`src/core/ref_train_pkg.sv`:
```
// Purpose: Shared constants and carriers for the data input reference training block.
// Assumes: One 10 MHz system clock; mode register writes arrive as single-cycle strobes.
// Notes:   Times are kept in ns and converted to cycles here, rounding least times up.
package ref_train_pkg;

    // =========================================================================
    // Clock and timing
    // =========================================================================
    localparam int CLK_PERIOD_NS          = 100;
    localparam int STEP_SHORT_NS          = 60;
    localparam int STEP_LONG_NS           = 150;
    localparam int ENTRY_DELAY_NS         = 150;
    localparam int EXIT_DELAY_NS          = 150;
    localparam int STEP_SHORT_CYC  = (STEP_SHORT_NS + CLK_PERIOD_NS - 1) / CLK_PERIOD_NS;
    localparam int STEP_LONG_CYC   = (STEP_LONG_NS + CLK_PERIOD_NS - 1) / CLK_PERIOD_NS;
    localparam int ENTRY_DELAY_CYC = (ENTRY_DELAY_NS + CLK_PERIOD_NS - 1) / CLK_PERIOD_NS;
    localparam int EXIT_DELAY_CYC  = (EXIT_DELAY_NS + CLK_PERIOD_NS - 1) / CLK_PERIOD_NS;
    localparam int TIMER_W                = 4;

    // =========================================================================
    // Register layout
    // =========================================================================
    localparam int REG_W                  = 8;
    localparam int ENABLE_BIT             = 7;
    localparam int RANGE_BIT              = 6;
    localparam int LEVEL_W                = 6;
    localparam logic [5:0] LEVEL_MAX      = 6'h32;
    localparam logic [7:0] CTRL_RESET     = 8'h00;

    // Reference in hundredths of a percent of the output supply.
    localparam logic [13:0] RANGE_UPPER_BASE = 14'h1770;
    localparam logic [13:0] RANGE_LOWER_BASE = 14'h1194;
    localparam logic [13:0] STEP_TYP         = 14'h0041;

    typedef struct packed {
        logic       enable;
        logic       range;
        logic [5:0] level;
    } ctrl_s;

    typedef enum logic [1:0] {ST_IDLE, ST_ENTRY, ST_EXIT} phase_e;

endpackage

```
`src/core/ref_step_timer.sv`:
```
// Purpose: Down counter that reports busy while a loaded wait is running.
// Assumes: Load takes priority over counting.
// Notes:   Busy is high from the cycle after load for exactly the loaded count.
`timescale 1ns/1ps
`default_nettype none
module ref_step_timer #(
    parameter int W = 4
) (
    input  wire logic         clk_sys,
    input  wire logic         resetn,
    input  wire logic         load,
    input  wire logic [W-1:0] count,
    output logic              busy
);
    logic [W-1:0] cnt_reg;
    logic [W-1:0] cnt_next;

    always_comb begin
        cnt_next = cnt_reg;
        if (load) begin
            cnt_next = count;
        end else if (cnt_reg != '0) begin
            cnt_next = cnt_reg - 1'b1;
        end
    end

    always_ff @(posedge clk_sys) begin
        if (!resetn) begin
            cnt_reg <= '0;
        end else begin
            cnt_reg <= cnt_next;
        end
    end

    assign busy = (cnt_reg != '0);
endmodule
`default_nettype wire

```
`src/core/ref_train_ctrl.sv`:
```
// Purpose: Holds the reference training control register and derives the reference.
// Assumes: The controller keeps its own spacing; this block only flags breaches.
// Notes:   Reference output is in hundredths of a percent of the output supply.
`timescale 1ns/1ps
`default_nettype none
// Notes on behaviour
// - Level code comes from bits 5 to 0 of the control write and is applied.
// - Bit 7 enables training; bit 6 selects the range.
// - Range bit clear gives the 60 percent range; set gives 45 percent.
// - Code zero is range bottom; each code adds one typical step.
// - Range and level update on every write whatever the enable bit.
module ref_train_ctrl (
    input  wire logic        clk_sys,
    input  wire logic        resetn,
    input  wire logic        cmd_valid,
    input  wire logic [7:0]  cmd_data,
    output logic             training_on,
    output logic             range_sel,
    output logic [5:0]       level_code,
    output logic [13:0]      data_input_reference,
    output logic             cmd_busy,
    output logic             timing_violation,
    output logic             reserved_code
);
    ref_train_pkg::ctrl_s  ctrl_reg;
    ref_train_pkg::ctrl_s  ctrl_next;
    ref_train_pkg::ctrl_s  wr;
    logic [13:0]           ref_reg;
    logic [13:0]           ref_next;
    logic                  viol_reg;
    logic                  viol_next;
    logic                  rsv_reg;
    logic                  rsv_next;
    logic                  busy_reg;
    logic                  busy_next;
    logic                  load;
    logic [3:0]            load_cnt;
    logic                  timer_busy;
    logic [5:0]            diff;

    assign wr = ref_train_pkg::ctrl_s'(cmd_data);

    // =========================================================================
    // Control register and reference
    // =========================================================================
    always_comb begin
        ctrl_next = ctrl_reg;
        if (cmd_valid) begin
            ctrl_next = wr;
        end
        ref_next = (ctrl_next.range ? ref_train_pkg::RANGE_LOWER_BASE
                                    : ref_train_pkg::RANGE_UPPER_BASE)
                 + 14'(ctrl_next.level) * ref_train_pkg::STEP_TYP;
    end

    // =========================================================================
    // Wait selection and breach flag
    // =========================================================================
    always_comb begin
        diff = (wr.level > ctrl_reg.level) ? wr.level - ctrl_reg.level
                                           : ctrl_reg.level - wr.level;
        // The write cycle is the first cycle of its own wait, so the timer gets one less.
        // Loading the full count would flag a write that arrives exactly on time.
        load     = 1'b0;
        load_cnt = '0;
        if (cmd_valid) begin
            if (wr.enable && !ctrl_reg.enable) begin
                load = 1'b1;
                load_cnt = 4'(ref_train_pkg::ENTRY_DELAY_CYC - 1);
            end else if (!wr.enable && ctrl_reg.enable) begin
                load = 1'b1;
                load_cnt = 4'(ref_train_pkg::EXIT_DELAY_CYC - 1);
            end else if (wr.range != ctrl_reg.range || diff > 6'h01) begin
                load = 1'b1;
                load_cnt = 4'(ref_train_pkg::STEP_LONG_CYC - 1);
            end else if (diff == 6'h01) begin
                load = 1'b1;
                load_cnt = 4'(ref_train_pkg::STEP_SHORT_CYC - 1);
            end
        end
        // Breaches are sticky so a controller model can read them after a run.
        viol_next = viol_reg
                  | (cmd_valid & timer_busy)
                  | (cmd_valid & ~wr.enable & ctrl_reg.enable
                     & (wr.level != ctrl_reg.level));
        rsv_next  = cmd_valid ? (wr.level > ref_train_pkg::LEVEL_MAX) : rsv_reg;
        busy_next = load | timer_busy;
    end

    ref_step_timer #(
        .W       (ref_train_pkg::TIMER_W)
    ) u_timer (
        .clk_sys (clk_sys),
        .resetn  (resetn),
        .load    (load),
        .count   (load_cnt),
        .busy    (timer_busy)
    );

    always_ff @(posedge clk_sys) begin
        if (!resetn) begin
            ctrl_reg <= ref_train_pkg::CTRL_RESET;
            ref_reg  <= ref_train_pkg::RANGE_UPPER_BASE;
            viol_reg <= 1'b0;
            rsv_reg  <= 1'b0;
            busy_reg <= 1'b0;
        end else begin
            ctrl_reg <= ctrl_next;
            ref_reg  <= ref_next;
            viol_reg <= viol_next;
            rsv_reg  <= rsv_next;
            busy_reg <= busy_next;
        end
    end

    assign training_on          = ctrl_reg.enable;
    assign range_sel            = ctrl_reg.range;
    assign level_code           = ctrl_reg.level;
    assign data_input_reference = ref_reg;
    assign cmd_busy             = busy_reg;
    assign timing_violation     = viol_reg;
    assign reserved_code        = rsv_reg;

    // =========================================================================
    // Checks
    // =========================================================================
    property p_apply;
        @(posedge clk_sys) disable iff (!resetn)
        cmd_valid |=> (level_code == $past(cmd_data[5:0])) && (range_sel == $past(cmd_data[6]));
    endproperty
    a_apply: assert property (p_apply) else $error("Level or range not applied.");

    property p_enable;
        @(posedge clk_sys) disable iff (!resetn)
        cmd_valid |=> training_on == $past(cmd_data[7]);
    endproperty
    a_enable: assert property (p_enable) else $error("Enable bit not applied.");

    property p_hold;
        @(posedge clk_sys) disable iff (!resetn)
        !cmd_valid |=> $stable(level_code) && $stable(range_sel) && $stable(training_on);
    endproperty
    a_hold: assert property (p_hold) else $error("Control changed without a write.");

    property p_ref;
        @(posedge clk_sys) disable iff (!resetn)
        data_input_reference == (range_sel ? 14'h1194 : 14'h1770) + 14'(level_code) * 14'h0041;
    endproperty
    a_ref: assert property (p_ref) else $error("Reference does not match code.");

    property p_short;
        @(posedge clk_sys) disable iff (!resetn)
        (cmd_valid && cmd_data[7] == training_on && cmd_data[6] == range_sel
         && (cmd_data[5:0] == level_code + 6'h01)) |=> cmd_busy;
    endproperty
    a_short: assert property (p_short) else $error("Short wait not started.");

    property p_long;
        @(posedge clk_sys) disable iff (!resetn)
        (cmd_valid && cmd_data[7] == training_on && cmd_data[6] != range_sel)
        |=> cmd_busy [*2];
    endproperty
    a_long: assert property (p_long) else $error("Long wait too short.");

    property p_entry;
        @(posedge clk_sys) disable iff (!resetn)
        (cmd_valid && cmd_data[7] && !training_on)
        |=> cmd_busy [*2] ##1 (!cmd_busy || $past(cmd_valid));
    endproperty
    a_entry: assert property (p_entry) else $error("Entry wait wrong.");

    property p_busy_viol;
        @(posedge clk_sys) disable iff (!resetn)
        (cmd_valid && timer_busy) |=> timing_violation;
    endproperty
    a_busy_viol: assert property (p_busy_viol) else $error("Breach not flagged.");

    property p_rsv;
        @(posedge clk_sys) disable iff (!resetn)
        cmd_valid |=> reserved_code == ($past(cmd_data[5:0]) > 6'h32);
    endproperty
    a_rsv: assert property (p_rsv) else $error("Reserved code flag wrong.");

    property p_exit;
        @(posedge clk_sys) disable iff (!resetn)
        (cmd_valid && !cmd_data[7] && training_on)
        |=> cmd_busy [*2] ##1 (!cmd_busy || $past(cmd_valid));
    endproperty
    a_exit: assert property (p_exit) else $error("Exit wait wrong.");

    property p_short_end;
        @(posedge clk_sys) disable iff (!resetn)
        (cmd_valid && cmd_data[7] == training_on && cmd_data[6] == range_sel
         && level_code < 6'h3F && cmd_data[5:0] < 6'h3F
         && (cmd_data[5:0] == level_code + 6'h01 || level_code == cmd_data[5:0] + 6'h01))
        |=> cmd_busy ##1 (!cmd_busy || $past(cmd_valid));
    endproperty
    a_short_end: assert property (p_short_end) else $error("Short wait wrong length.");

    property p_long_end;
        @(posedge clk_sys) disable iff (!resetn)
        (cmd_valid && cmd_data[7] == training_on && cmd_data[6] != range_sel)
        |=> cmd_busy [*2] ##1 (!cmd_busy || $past(cmd_valid));
    endproperty
    a_long_end: assert property (p_long_end) else $error("Long wait too long.");

    property p_exit_level;
        @(posedge clk_sys) disable iff (!resetn)
        (cmd_valid && !cmd_data[7] && training_on && cmd_data[5:0] != level_code)
        |=> timing_violation;
    endproperty
    a_exit_level: assert property (p_exit_level) else $error("Exit level change missed.");

    property p_sticky;
        @(posedge clk_sys) disable iff (!resetn)
        timing_violation |=> timing_violation;
    endproperty
    a_sticky: assert property (p_sticky) else $error("Breach flag cleared.");

    property p_quiet;
        @(posedge clk_sys) disable iff (!resetn)
        (cmd_valid && !cmd_busy && cmd_data == {training_on, range_sel, level_code})
        |=> !cmd_busy;
    endproperty
    a_quiet: assert property (p_quiet) else $error("Wait started without a change.");
endmodule
`default_nettype wire

```
`config.mk`:
```
export PLATFORM = sky130hd
export DESIGN_NAME = ref_train_ctrl
export DESIGN_NICKNAME = d
export VERILOG_FILES = /design/src/core/ref_train_pkg.sv /design/src/core/ref_step_timer.sv /design/src/core/ref_train_ctrl.sv
export SDC_FILE = /design/constraint.sdc
export NUM_CORES = 1
export LEC_CHECK = 0
export BUFFER_PORTS_ARGS = -buffer_cell sky130_fd_sc_hd__buf_2
export CAP_MARGIN = 15
export CELL_PAD_IN_SITES_DETAIL_PLACEMENT = 1
export CELL_PAD_IN_SITES_GLOBAL_PLACEMENT = 2
export CORE_MARGIN = 2
export CORE_UTILIZATION = 30
export DETAILED_ROUTE_END_ITERATION = 12
export PLACE_DENSITY = 0.78
export SLEW_MARGIN = 20
export SYNTH_ARGS = -nofsm -noshare
export SYNTH_HDL_FRONTEND = slang
export SYNTH_SLANG_ARGS = --single-unit
```
`constraint.sdc`:
```
create_clock -name clk_sys -period 2.9 [get_ports clk_sys]
set_input_delay 0.145 -clock clk_sys [delete_from_list [all_inputs] [get_ports clk_sys]]
set_output_delay 0.145 -clock clk_sys [all_outputs]
set_load 0.1 [all_outputs]
```
==> results of run 1 <==
==> metal layers <==
layer / GRT usage (%) / vias up
li1: - / 817
met1: 16.6 / 747
met2: 26.3 / 23
met3: 2.18 / 6
met4: 3.08 / 0
met5: 0 / -
==> kinds of logic (layout without fill, tap and decap cells) <==
| kind of cell | after synthesis | after routing | share of synthesized area, % |
|---|---|---|---|
| flops | 27 | 27 | 28.1 |
| xor+xnor | 11 | 11 | 5.01 |
| mux | 5 | 5 | 2.80 |
| simple gates | 69 | 69 | 20.4 |
| buf+inv | 30 | 66 | 6.97 |
| compound gates | 45 | 45 | 15.6 |
| fa+ha+maj | 30 | 30 | 21.1 |
==> critical path: stages (launching register included) <==
cell	delay, ns
dfxtp_2	0.35
mux2i_2	0.19
inv_2	0.06
ha_1	0.20
ha_1	0.20
fa_1	0.48
ha_4	0.31
nand4_1	0.10
o21ai_1	0.22
a21o_1	0.16
and3_1	0.22
o21ai_1	0.07
==> power by group through the flow <==
stage,logic (mW),clock network (mW),registers (mW)
finish,0.670,0.213,0.429
global route,0.725,0.242,0.435
floorplan,0.277,0,0.708
global placement,0.660,0,0.438
detailed placement,0.665,0,0.439
CTS,0.668,0.228,0.430
==> final cells by class <==
cell class,instances,area [µm²],area share (%)
sequential,27,551,24.4
inverter,20,75.1,3.32
tap,77,96.3,4.26
clock buffer,4,45.0,1.99
timing repair buffer,42,228,10.1
multi-input combinational,160,1260,56.0
==> worst paths after layout <==
path	from	to	slack [ns]
max	level_code[4]	data_input_reference[10]	0.22
min	cmd_data[7]	training_on	0.17
max reg2reg	level_code[4]	data_input_reference[10]	0.22
min reg2reg	timing_violation	timing_violation	0.50
==> stage by stage <==
step,instance area (µm²),std cells
after global placement,2200,326
final,2260,330
after floorplan,1930,217
after CTS,2240,330
after global routing,2260,330
after detailed placement,2200,326
==> layout by cell type (no fill, tap or decap), types with 5 or more instances in the layout <==
cell / instances
dfxtp_1: 21
inv_1: 19
dfxtp_2: 5
xor2_1: 7
buf_2: 35
ha_1: 25
nor2_1: 6
o21ai_1: 8
a21oi_1: 9
o21ai_0: 7
nor2b_1: 9
and2_1: 9
buf_4: 7
nand4_1: 6
nand2_1: 16
==> reports/qor.yml, run 1 <==
outcome:
  status: "finished, final reports clean"
global_routing:
  gr-total-overflow: 0
  grt_pass1_wl_um: 8110
  grt_usage_pct: 14.0
  antenna_found_initial: 0
  grt_pass1_vias: 1706
  grt_max_degree: 29
clocking:
  cts-root-buf: "clkbuf_8"
  cts-resized-gates: 0
  cts_buffer_depth: 2
  htreeDepth: 1
  cts_sinks: 27
  postCtsHoldBufs: 0
  insertion_delay_ns: 0.27
  cts_tree: "built"
  cts_setup_buffers: 0
  cts.clk_slew.worst_paths_ns: 0.09
  cts_buffers: 3
synth:
  synthCells: 217
  synth_seq_cells: 27
  synth_fp_nets: 258
  ys_async_sr_fraction_pct: 0
  synth.area.top_cells: "dfxtp_1 (28%), ha_1 (17%), fa_1 (4.2%)"
  yosysUniqueCellTypes: 47
  netlist_top_cells_count: "dfxtp_1 (27), ha_1 (26), inv_1 (19), nand2_1 (16)"
  yosysWarnings: 0
  seq_area_frac_synth_pct: 28.1
  yosysMostFrequentCell: "dfxtp_1"
  synth_area_mm2: 0.00192
  synthFlopType: "dfxtp_1"
  syn_area_per_cell_um2: 8.86
  synth_edf_count: 0
  yosysTopAreaCellShare_pct: 28.1
  synth_top_area_cell: "dfxtp_1"
drt:
  top_layer: "met4"
  dr.pass1.iters: 4
  wl_met1_um: 2100
  wl_met3_um: 97
  antenna_left: 0
  drt_iter0_markers: 31
  wl_met2_um: 2410
  routed_wire_length_per_instance_um: 14.1
  routed_wl_um: 4650
  via_count: 1593
  drc_errors: 0
  vias_per_cell: 4.83
worst_hold_path:
  worstHoldPathType: "in -> reg"
  hold_depth: 3
power:
  switching_power_uw: 618
  combPwrFrac_pct: 51.1
  p_clk_share_pct: 16.2
  ir_worst_vdd_mv: 0.424
  internal_power_uw: 694
  p_seq_share_pct: 32.7
  p_sw_share_pct: 47.1
  power.density_mw_per_mm2: 581
  total_power_mw: 1.31
  leakagePower_nw: 1.04
sta:
  fin_crit_sh_pct: 92.4
  worst_slack_ns: 0.220
  fmax_ghz: 0.373
  skew_ns: 0.00371
  setup_viol: 0
  hold_viol: 0
  slew_viol_final: 0
  period_minus_slack_ns: 2.68
  setup-tns-final_ns: 0
  relSlewSlack_pct: 66.9
  fin_hold_ws_ns: 0.174
  rsz0062_at_grt: "false"
  worst-slew-pin-transition_ns: 0.493
critical_path:
  cp_data_arrival_time_ns: 2.82
  start_kind: "flip-flop"
  cp_max_fo: 4
  reg2reg_depth: 11
  cp-end-kind: "flip-flop"
  worstSetupPathType: "reg -> reg"
  required_ns: 3.04
cells_and_area:
  syn2layout_area_growth_pct: 17.6
  drive_above_1_share_pct: 23.3
  fin_util_pct: 36.0
  diodes: 0
  largest_reg_flops: 12
  final_nets: 295
  fill_cells: 776
die:
  rows: 29
  core_area_mm2: 0.00628
  fp.dieW_um: 84.0
  io_pins: 36
  die_area_mm2: 0.00706
  die_y_um: 84.0
  initial_utilization_pct: 30.6
placed_design:
  hpwl_um: 3850
  gp_congestion: 0.776
  post-place-ws_ns: 0.167
  portBuffers: 35
run:
  drv_cap: 0
Power figures use the tool's default switching activity.
==> run 2, diff against run 1 <==
--- a/config.mk
+++ b/config.mk
@@ -12,7 +12,8 @@
 export CORE_MARGIN = 2
 export CORE_UTILIZATION = 30
 export DETAILED_ROUTE_END_ITERATION = 12
-export PLACE_DENSITY = 0.78
+export PLACE_DENSITY = 0.84
+export SETUP_SLACK_MARGIN = 0.15
 export SLEW_MARGIN = 20
 export SYNTH_ARGS = -nofsm -noshare
 export SYNTH_HDL_FRONTEND = slang
==> run 2 against run 1 <==
Design area rose by 1.7%; total power rose by 1.5%; sequential cell count did not move; largest cell class unchanged; global-route usage fell by 0.29 points; hold slack got worse by 0.0092 ns; wire length fell by 0.32%; clock power barely moved; maximum frequency rose by 2.5%; combinational power rose by 3%; setup slack improved by 0.065 ns; clock skew barely moved; clock-buffer cell count fell by 1.
==> reports/qor.yml, run 2 (synthesis gave the netlist of run 1 again) <==
outcome:
  status: "finished, final reports clean"  # unchanged
sta:
  fin_crit_sh_pct: 90.2  # was 92.4%
  skew_ns: 0.00415  # was 0.00371 ns
  rsz0062_at_grt: "false"  # unchanged
  hold_viol: 0  # unchanged
  worst_slack_ns: 0.286  # was 0.220 ns
  fmax_ghz: 0.382  # was 0.373 GHz
  setup-tns-final_ns: 0  # unchanged
  slew_viol_final: 0  # unchanged
  fin_hold_ws_ns: 0.165  # was 0.174 ns
  relSlewSlack_pct: 62.8  # was 66.9%
  period_minus_slack_ns: 2.61  # was 2.68 ns
  worst-slew-pin-transition_ns: 0.554  # was 0.493 ns
  setup_viol: 0  # unchanged
cells_and_area:
  diodes: 0  # unchanged
  layout_commonest_cell: "buf_2"  # unchanged
  syn2layout_area_growth_pct: 19.6  # was 17.6%
  final_nets: 294  # was 295
  largest_reg_flops: 12  # unchanged
  drive_above_1_share_pct: 26.2  # was 23.3%
  final_area_mm2: 0.00230  # was 0.00226 mm²
  final_cell_mix: "buf_2 (35), ha_1 (23), dfxtp_1 (20)"  # was buf_2 (35), ha_1 (25), dfxtp_1 (21)
global_routing:
  grt_max_degree: 29  # unchanged
  grt_pass1_vias: 1644  # was 1,706
  gr-total-overflow: 0  # unchanged
  grt_pass1_wl_um: 7990  # was 8110 µm
  antenna_found_initial: 0  # unchanged
  grt_usage_pct: 13.7  # was 14.0%
drt:
  vias_per_cell: 4.84  # was 4.83
  drt_iter0_markers: 40  # was 31
  antenna_left: 0  # unchanged
  routed_wire_length_per_instance_um: 14.1  # about the same
  routed_wl_um: 4640  # was 4650 µm
  via_count: 1594  # was 1,593
  dr.pass1.iters: 4  # unchanged
  drc_errors: 0  # unchanged
critical_path:
  slowest_stage: "fa_2"  # was fa_1
  cp_data_arrival_time_ns: 2.81  # was 2.82 ns
  start_kind: "flip-flop"  # unchanged
  cp_max_fo: 4  # unchanged
  crit_chain: "mux2i_4 -> inv_2 -> ha_1 -> ha_2 -> fa_2 -> ha_4 -> a21oi_2 -> o21ai_2 -> a21o_1 -> and3_1 -> o31ai_1"  # was mux2i_2 -> inv_2 -> ha_1 -> ha_1 -> fa_1 -> ha_4 -> nand4_1 -> o21ai_1 -> a21o_1 -> and3_1 -> o21ai_1
  required_ns: 3.10  # was 3.04 ns
  cp-end-kind: "flip-flop"  # unchanged
  max_stage_delay_ns: 0.57  # was 0.48 ns
  worstSetupPathType: "reg -> reg"  # unchanged
die:
  initial_utilization_pct: 30.6  # unchanged
  rows: 29  # unchanged
  die_y_um: 84.0  # unchanged
  fp.dieW_um: 84.0  # unchanged
  die_area_mm2: 0.00706  # unchanged
  core_area_mm2: 0.00628  # unchanged
  io_pins: 36  # unchanged
placed_design:
  post-place-ws_ns: 0.0742  # was 0.167 ns
  gp_congestion: 0.822  # was 0.776
  hpwl_um: 3810  # was 3850 µm
  place_area_mm2: 0.00218  # was 0.00220 mm²
  portBuffers: 35  # unchanged
clocking:
  htreeDepth: 1  # unchanged
  cts-root-buf: "clkbuf_8"  # unchanged
  cts_buffers: 3  # unchanged
  cts_buffer_depth: 2  # unchanged
  cts_tree: "built"  # unchanged
  cts_sinks: 27  # unchanged
  insertion_delay_ns: 0.27  # about the same
  cts.clk_slew.worst_paths_ns: 0.09  # about the same
run:
  drv_cap: 0  # unchanged
worst_hold_path:
  worstHoldPathType: "in -> reg"  # unchanged
power:
  power.density_mw_per_mm2: 579  # was 581 mW/mm²
  ir_worst_vdd_mv: 0.299  # was 0.424 mV
  leakagePower_nw: 1.04  # about the same
[run 2: cell types whose count changed in the layout (fill, tap and decap cells not counted), sizes merged]
cell,delta
clkinv,+1
buf,-1
clkbuf,-1
[run 2: power by group]
group,internal (mW),switching (mW)
sequential,0.411,0.0168
combinational,0.194,0.496
clock,0.0962,0.118
[run 2: critical path: cells and delay by family, from the launching register on]
family | cells | cell delay, ns
adders and majority gates | 4 | 1.18
buffers and inverters | 1 | 0.07
muxes | 1 | 0.17
DFF | 1 | 0.37
and+or+nand+nor | 1 | 0.19
AOI/OAI and AO/OA | 4 | 0.57
[run 2: per-stage QoR]
stage / std cells / power [mW] / util (%)
finish: 329 / 1.33 / 36.6
global route: 329 / 1.43 / 36.6
CTS: 326 / 1.33 / 35.8
detailed placement: 322 / 1.10 / 34.8
global placement: 322 / 1.09 / 34.8
floorplan: 217 / 0.986 / -
[run 2: path summary, 6_finish.rpt]
check | startpoint | end | slack, ns | cells past startpoint
worst max-delay path | level_code[4] | data_input_reference[12] | 0.29 | 11
worst min-delay path | cmd_data[7] | training_on | 0.16 | 3
worst max register to register | level_code[4] | data_input_reference[12] | 0.29 | 11
worst min register to register | reserved_code | reserved_code | 0.51 | 2
[run 2: final cells by class]
| type | instances | area (µm²) |
|---|---|---|
| fill | 759 | 3980 |
| multi-input combinational | 160 | 1300 |
| sequential | 27 | 559 |
| timing repair buffer | 41 | 220 |
| tap | 77 | 96.3 |
| inverter | 20 | 75.1 |
| clock buffer | 3 | 41.3 |
| clock inverter | 1 | 5.00 |
[run 2: timing repair]
| action | 4_1_cts | 5_1_grt |
|---|---|---|
| resized for setup | 2 | 6 |
| pin swaps | 0 | 2 |
| setup buffers | 0 | 3 |
| setup endpoints to repair | 2 | 5 |
| hold buffers | 0 | 0 |
[run 2: layer usage]
metal | track usage, % | wire (µm) | vias to the layer above
li1 | - | - | 817
met1 | 17.3 | 2120 | 757
met2 | 24.5 | 2380 | 20
met3 | 2.97 | 131 | 0
met4 | 1.76 | 0 | 0
met5 | 0 | 0 | -
==> run 3, diff against run 2 <==
--- a/config.mk
+++ b/config.mk
@@ -9,12 +9,12 @@
 export CAP_MARGIN = 15
 export CELL_PAD_IN_SITES_DETAIL_PLACEMENT = 1
 export CELL_PAD_IN_SITES_GLOBAL_PLACEMENT = 2
-export CORE_MARGIN = 2
 export CORE_UTILIZATION = 30
 export DETAILED_ROUTE_END_ITERATION = 12
-export PLACE_DENSITY = 0.84
+export PLACE_DENSITY = 0.83
 export SETUP_SLACK_MARGIN = 0.15
 export SLEW_MARGIN = 20
 export SYNTH_ARGS = -nofsm -noshare
 export SYNTH_HDL_FRONTEND = slang
+export SYNTH_HIERARCHICAL = 1
 export SYNTH_SLANG_ARGS = --single-unit
==> run 3 against run 2 <==
Setup slack lost 0.026 ns; sequential cell count unchanged; final cell count rose by 4.0%; clock-buffer cell count unchanged; clock power up 4%; synthesized cell count increased by 1.4%; sequential power grew 1%; core utilization increased by 1.3 points; design area grew 5.4%; wire length rose by 4.1%; sequential share of layout area fell by 1.4 points; register-to-register slack got worse by 0.03 ns.
==> reports/qor.yml, run 3 <==
critical_path:
  worstSetupPathType: "reg -> reg"  # unchanged
  cp_data_arrival_time_ns: 2.85  # was 2.81 ns
  start_kind: "flip-flop"  # unchanged
  cp_max_fo: 7  # was 4
  required_ns: 3.11  # was 3.10 ns
  cp-end-kind: "flip-flop"  # unchanged
synth:
  synthCells: 220  # was 217
  yosysUniqueCellTypes: 52  # was 47
  syn_area_per_cell_um2: 9.05  # was 8.86 µm²
  yosysTopAreaCellShare_pct: 27.1  # was 28.1%
  synth_top_area_cell: "dfxtp_1"  # unchanged
  synthFlopType: "dfxtp_1"  # unchanged
  synth_area_mm2: 0.00199  # was 0.00192 mm²
  netlist_top_cells_count: "dfxtp_1 (27), ha_1 (27), inv_1 (20), nand2_1 (19), nor2_1 (12)"  # was dfxtp_1 (27), ha_1 (26), inv_1 (19), nand2_1 (16)
  ys_async_sr_fraction_pct: 0  # unchanged
  seq_area_frac_synth_pct: 27.1  # was 28.1%
  synth.area.top_cells: "dfxtp_1 (27%), ha_1 (17%), fa_1 (4.0%)"  # was dfxtp_1 (28%), ha_1 (17%), fa_1 (4.2%)
  yosysWarnings: 6  # was 0
  synth_edf_count: 0  # unchanged
  synth_seq_cells: 27  # unchanged
sta:
  fin_crit_sh_pct: 91.1  # was 90.2%
  period_minus_slack_ns: 2.64  # was 2.61 ns
  setup_viol: 0  # unchanged
  fmax_ghz: 0.379  # was 0.382 GHz
  worst-slew-pin-transition_ns: 0.707  # was 0.554 ns
  skew_ns: 0.00106  # was 0.00415 ns
  slew_viol_final: 0  # unchanged
  fin_hold_ws_ns: 0.203  # was 0.165 ns
  setup-tns-final_ns: 0  # unchanged
  hold_viol: 0  # unchanged
  relSlewSlack_pct: 52.7  # was 62.8%
  rsz0062_at_grt: "false"  # unchanged
die:
  die_y_um: 83.5  # was 84.0 µm
  die_area_mm2: 0.00697  # was 0.00706 mm²
  core_area_mm2: 0.00639  # was 0.00628 mm²
  rows: 29  # unchanged
  io_pins: 36  # unchanged
  fp.dieW_um: 83.5  # was 84.0 µm
  initial_utilization_pct: 31.2  # was 30.6%
placed_design:
  place_area_mm2: 0.00231  # was 0.00218 mm²
  gp_congestion: 0.788  # was 0.822
  dp_cells: 333  # was 322
  hpwl_um: 3940  # was 3810 µm
  portBuffers: 35  # unchanged
drt:
  via_count: 1669  # was 1,594
  routed_wire_length_per_instance_um: 14.1  # about the same
  routed_wl_um: 4820  # was 4640 µm
  drt_iter0_markers: 24  # was 40
  dr.pass1.iters: 4  # unchanged
  antenna_left: 0  # unchanged
  drc_errors: 0  # unchanged
  vias_per_cell: 4.88  # was 4.84
cells_and_area:
  final_area_mm2: 0.00242  # was 0.00230 mm²
  largest_reg_flops: 12  # unchanged
  fin_util_pct: 38.0  # was 36.6%
  diodes: 0  # unchanged
  drive_above_1_share_pct: 30.9  # was 26.2%
  final-seq-area_um2: 557  # was 559 µm²
  layout_commonest_cell: "buf_2"  # unchanged
  final_cells: 342  # was 329
  fill_cells: 785  # was 759
  final_cell_mix: "buf_2 (35), ha_1 (21), dfxtp_1 (20)"  # was buf_2 (35), ha_1 (23), dfxtp_1 (20)
  multi_input_area_mm2: 0.00137  # was 0.00130 mm²
  syn2layout_area_growth_pct: 21.7  # was 19.6%
  final_nets: 308  # was 294
clocking:
  cts_tree: "built"  # unchanged
  cts-root-buf: "clkbuf_8"  # unchanged
  postCtsHoldBufs: 0  # unchanged
  cts_sinks: 27  # unchanged
  cts_buffers: 3  # unchanged
  insertion_delay_ns: 0.27  # about the same
  cts_buffer_depth: 2  # unchanged
  htreeDepth: 1  # unchanged
  cts.clk_slew.worst_paths_ns: 0.10  # was 0.09 ns
global_routing:
  grt_pass1_vias: 1737  # was 1,644
  gr-total-overflow: 0  # unchanged
  grt_max_degree: 30  # was 29
  grt_usage_pct: 14.5  # was 13.7%
  grt_pass1_wl_um: 8250  # was 7990 µm
  antenna_found_initial: 0  # unchanged
power:
  ir_worst_vdd_mv: 0.327  # was 0.299 mV
  power.density_mw_per_mm2: 565  # was 579 mW/mm²
  leakagePower_nw: 1.11  # was 1.04 nW
run:
  drv_cap: 0  # unchanged
outcome:
  status: "finished, final reports clean"  # unchanged
worst_hold_path:
  worstHoldPathType: "in -> reg"  # unchanged
## run 3: cell types whose count changed after synthesis, moves of 3 or more
cell      previous run  this run
a21oi_1              9         5
o21ai_1              8         4
nor2_1               6        12
nand2_1             16        19
nand4_1              6         2
clkbuf_1             4         1
o31ai_1              1         4
nor2b_1              9         5
## run 3: kinds of logic after synthesis
logic type               share of synthesized area (%)
flip-flops                                        27.1
other                                            0.188
AO/OA/AOI/OAI                                     14.4
AND/OR/NAND/NOR                                   19.8
multiplexers                                      3.71
XOR/XNOR                                          5.72
buffers and inverters                             8.04
adder cells (fa/ha/maj)                           21.0
## run 3: routing by layer
metal  wire length (µm)  GRT usage, %  up-vias
met2               2440          27.2       28
met1               2210          17.6      809
met3                130          2.08        4
li1                   -             -      828
met4                 46          2.77        0
met5                  0             0        -
## run 3: final timing paths
kind / cells after the start / slack [ns] / endpoint / from
min reg2reg: 2 / 0.47 / reserved_code / reserved_code
min: 3 / 0.20 / training_on / cmd_data[7]
max reg2reg: 12 / 0.26 / u_timer/cnt_reg[3] / level_code[0]
max: 12 / 0.26 / u_timer/cnt_reg[3] / level_code[0]
## run 3: repair_timing
action                                  CTS  global route
endpoints found under the setup margin    0             6
buffers inserted                          0             5
resized for setup                         0             6
## run 3: area by class of cell
type                            instances  area share (%)
Clock buffer                            3            1.70
Clock inverter                          1           0.258
Inverter                               21            3.25
Multi-Input combinational cell        165            56.6
Sequential cell                        27            23.0
Tap cell                               77            3.98
Timing Repair Buffer                   48            11.3
## run 3: worst max-delay path: stages (launching register included)
cell      delay, ns
dfxtp_4        0.36
inv_1          0.05
ha_2           0.19
fa_2           0.39
and2b_1        0.20
o21ai_1        0.08
a21o_1         0.17
a311o_1        0.36
nor2_2         0.15
o31ai_1        0.08
buf_4          0.17
a211o_1        0.27
a21boi_1       0.11
## run 3: per-stage QoR
stage	setup WS [ns]	total power, mW
3_3_place_gp	0.208	1.13
3_5_place_dp	0.125	1.14
5_1_grt	0.133	1.47
6_report	0.259	1.37
4_1_cts	0.159	1.38
2_1_floorplan	0.154	1.02
## run 3: where the power goes
group,internal (mW),total [mW],switching [mW]
Combinational,0.208,0.714,0.506
Clock,0.0984,0.222,0.124
Sequential,0.414,0.433,0.0188
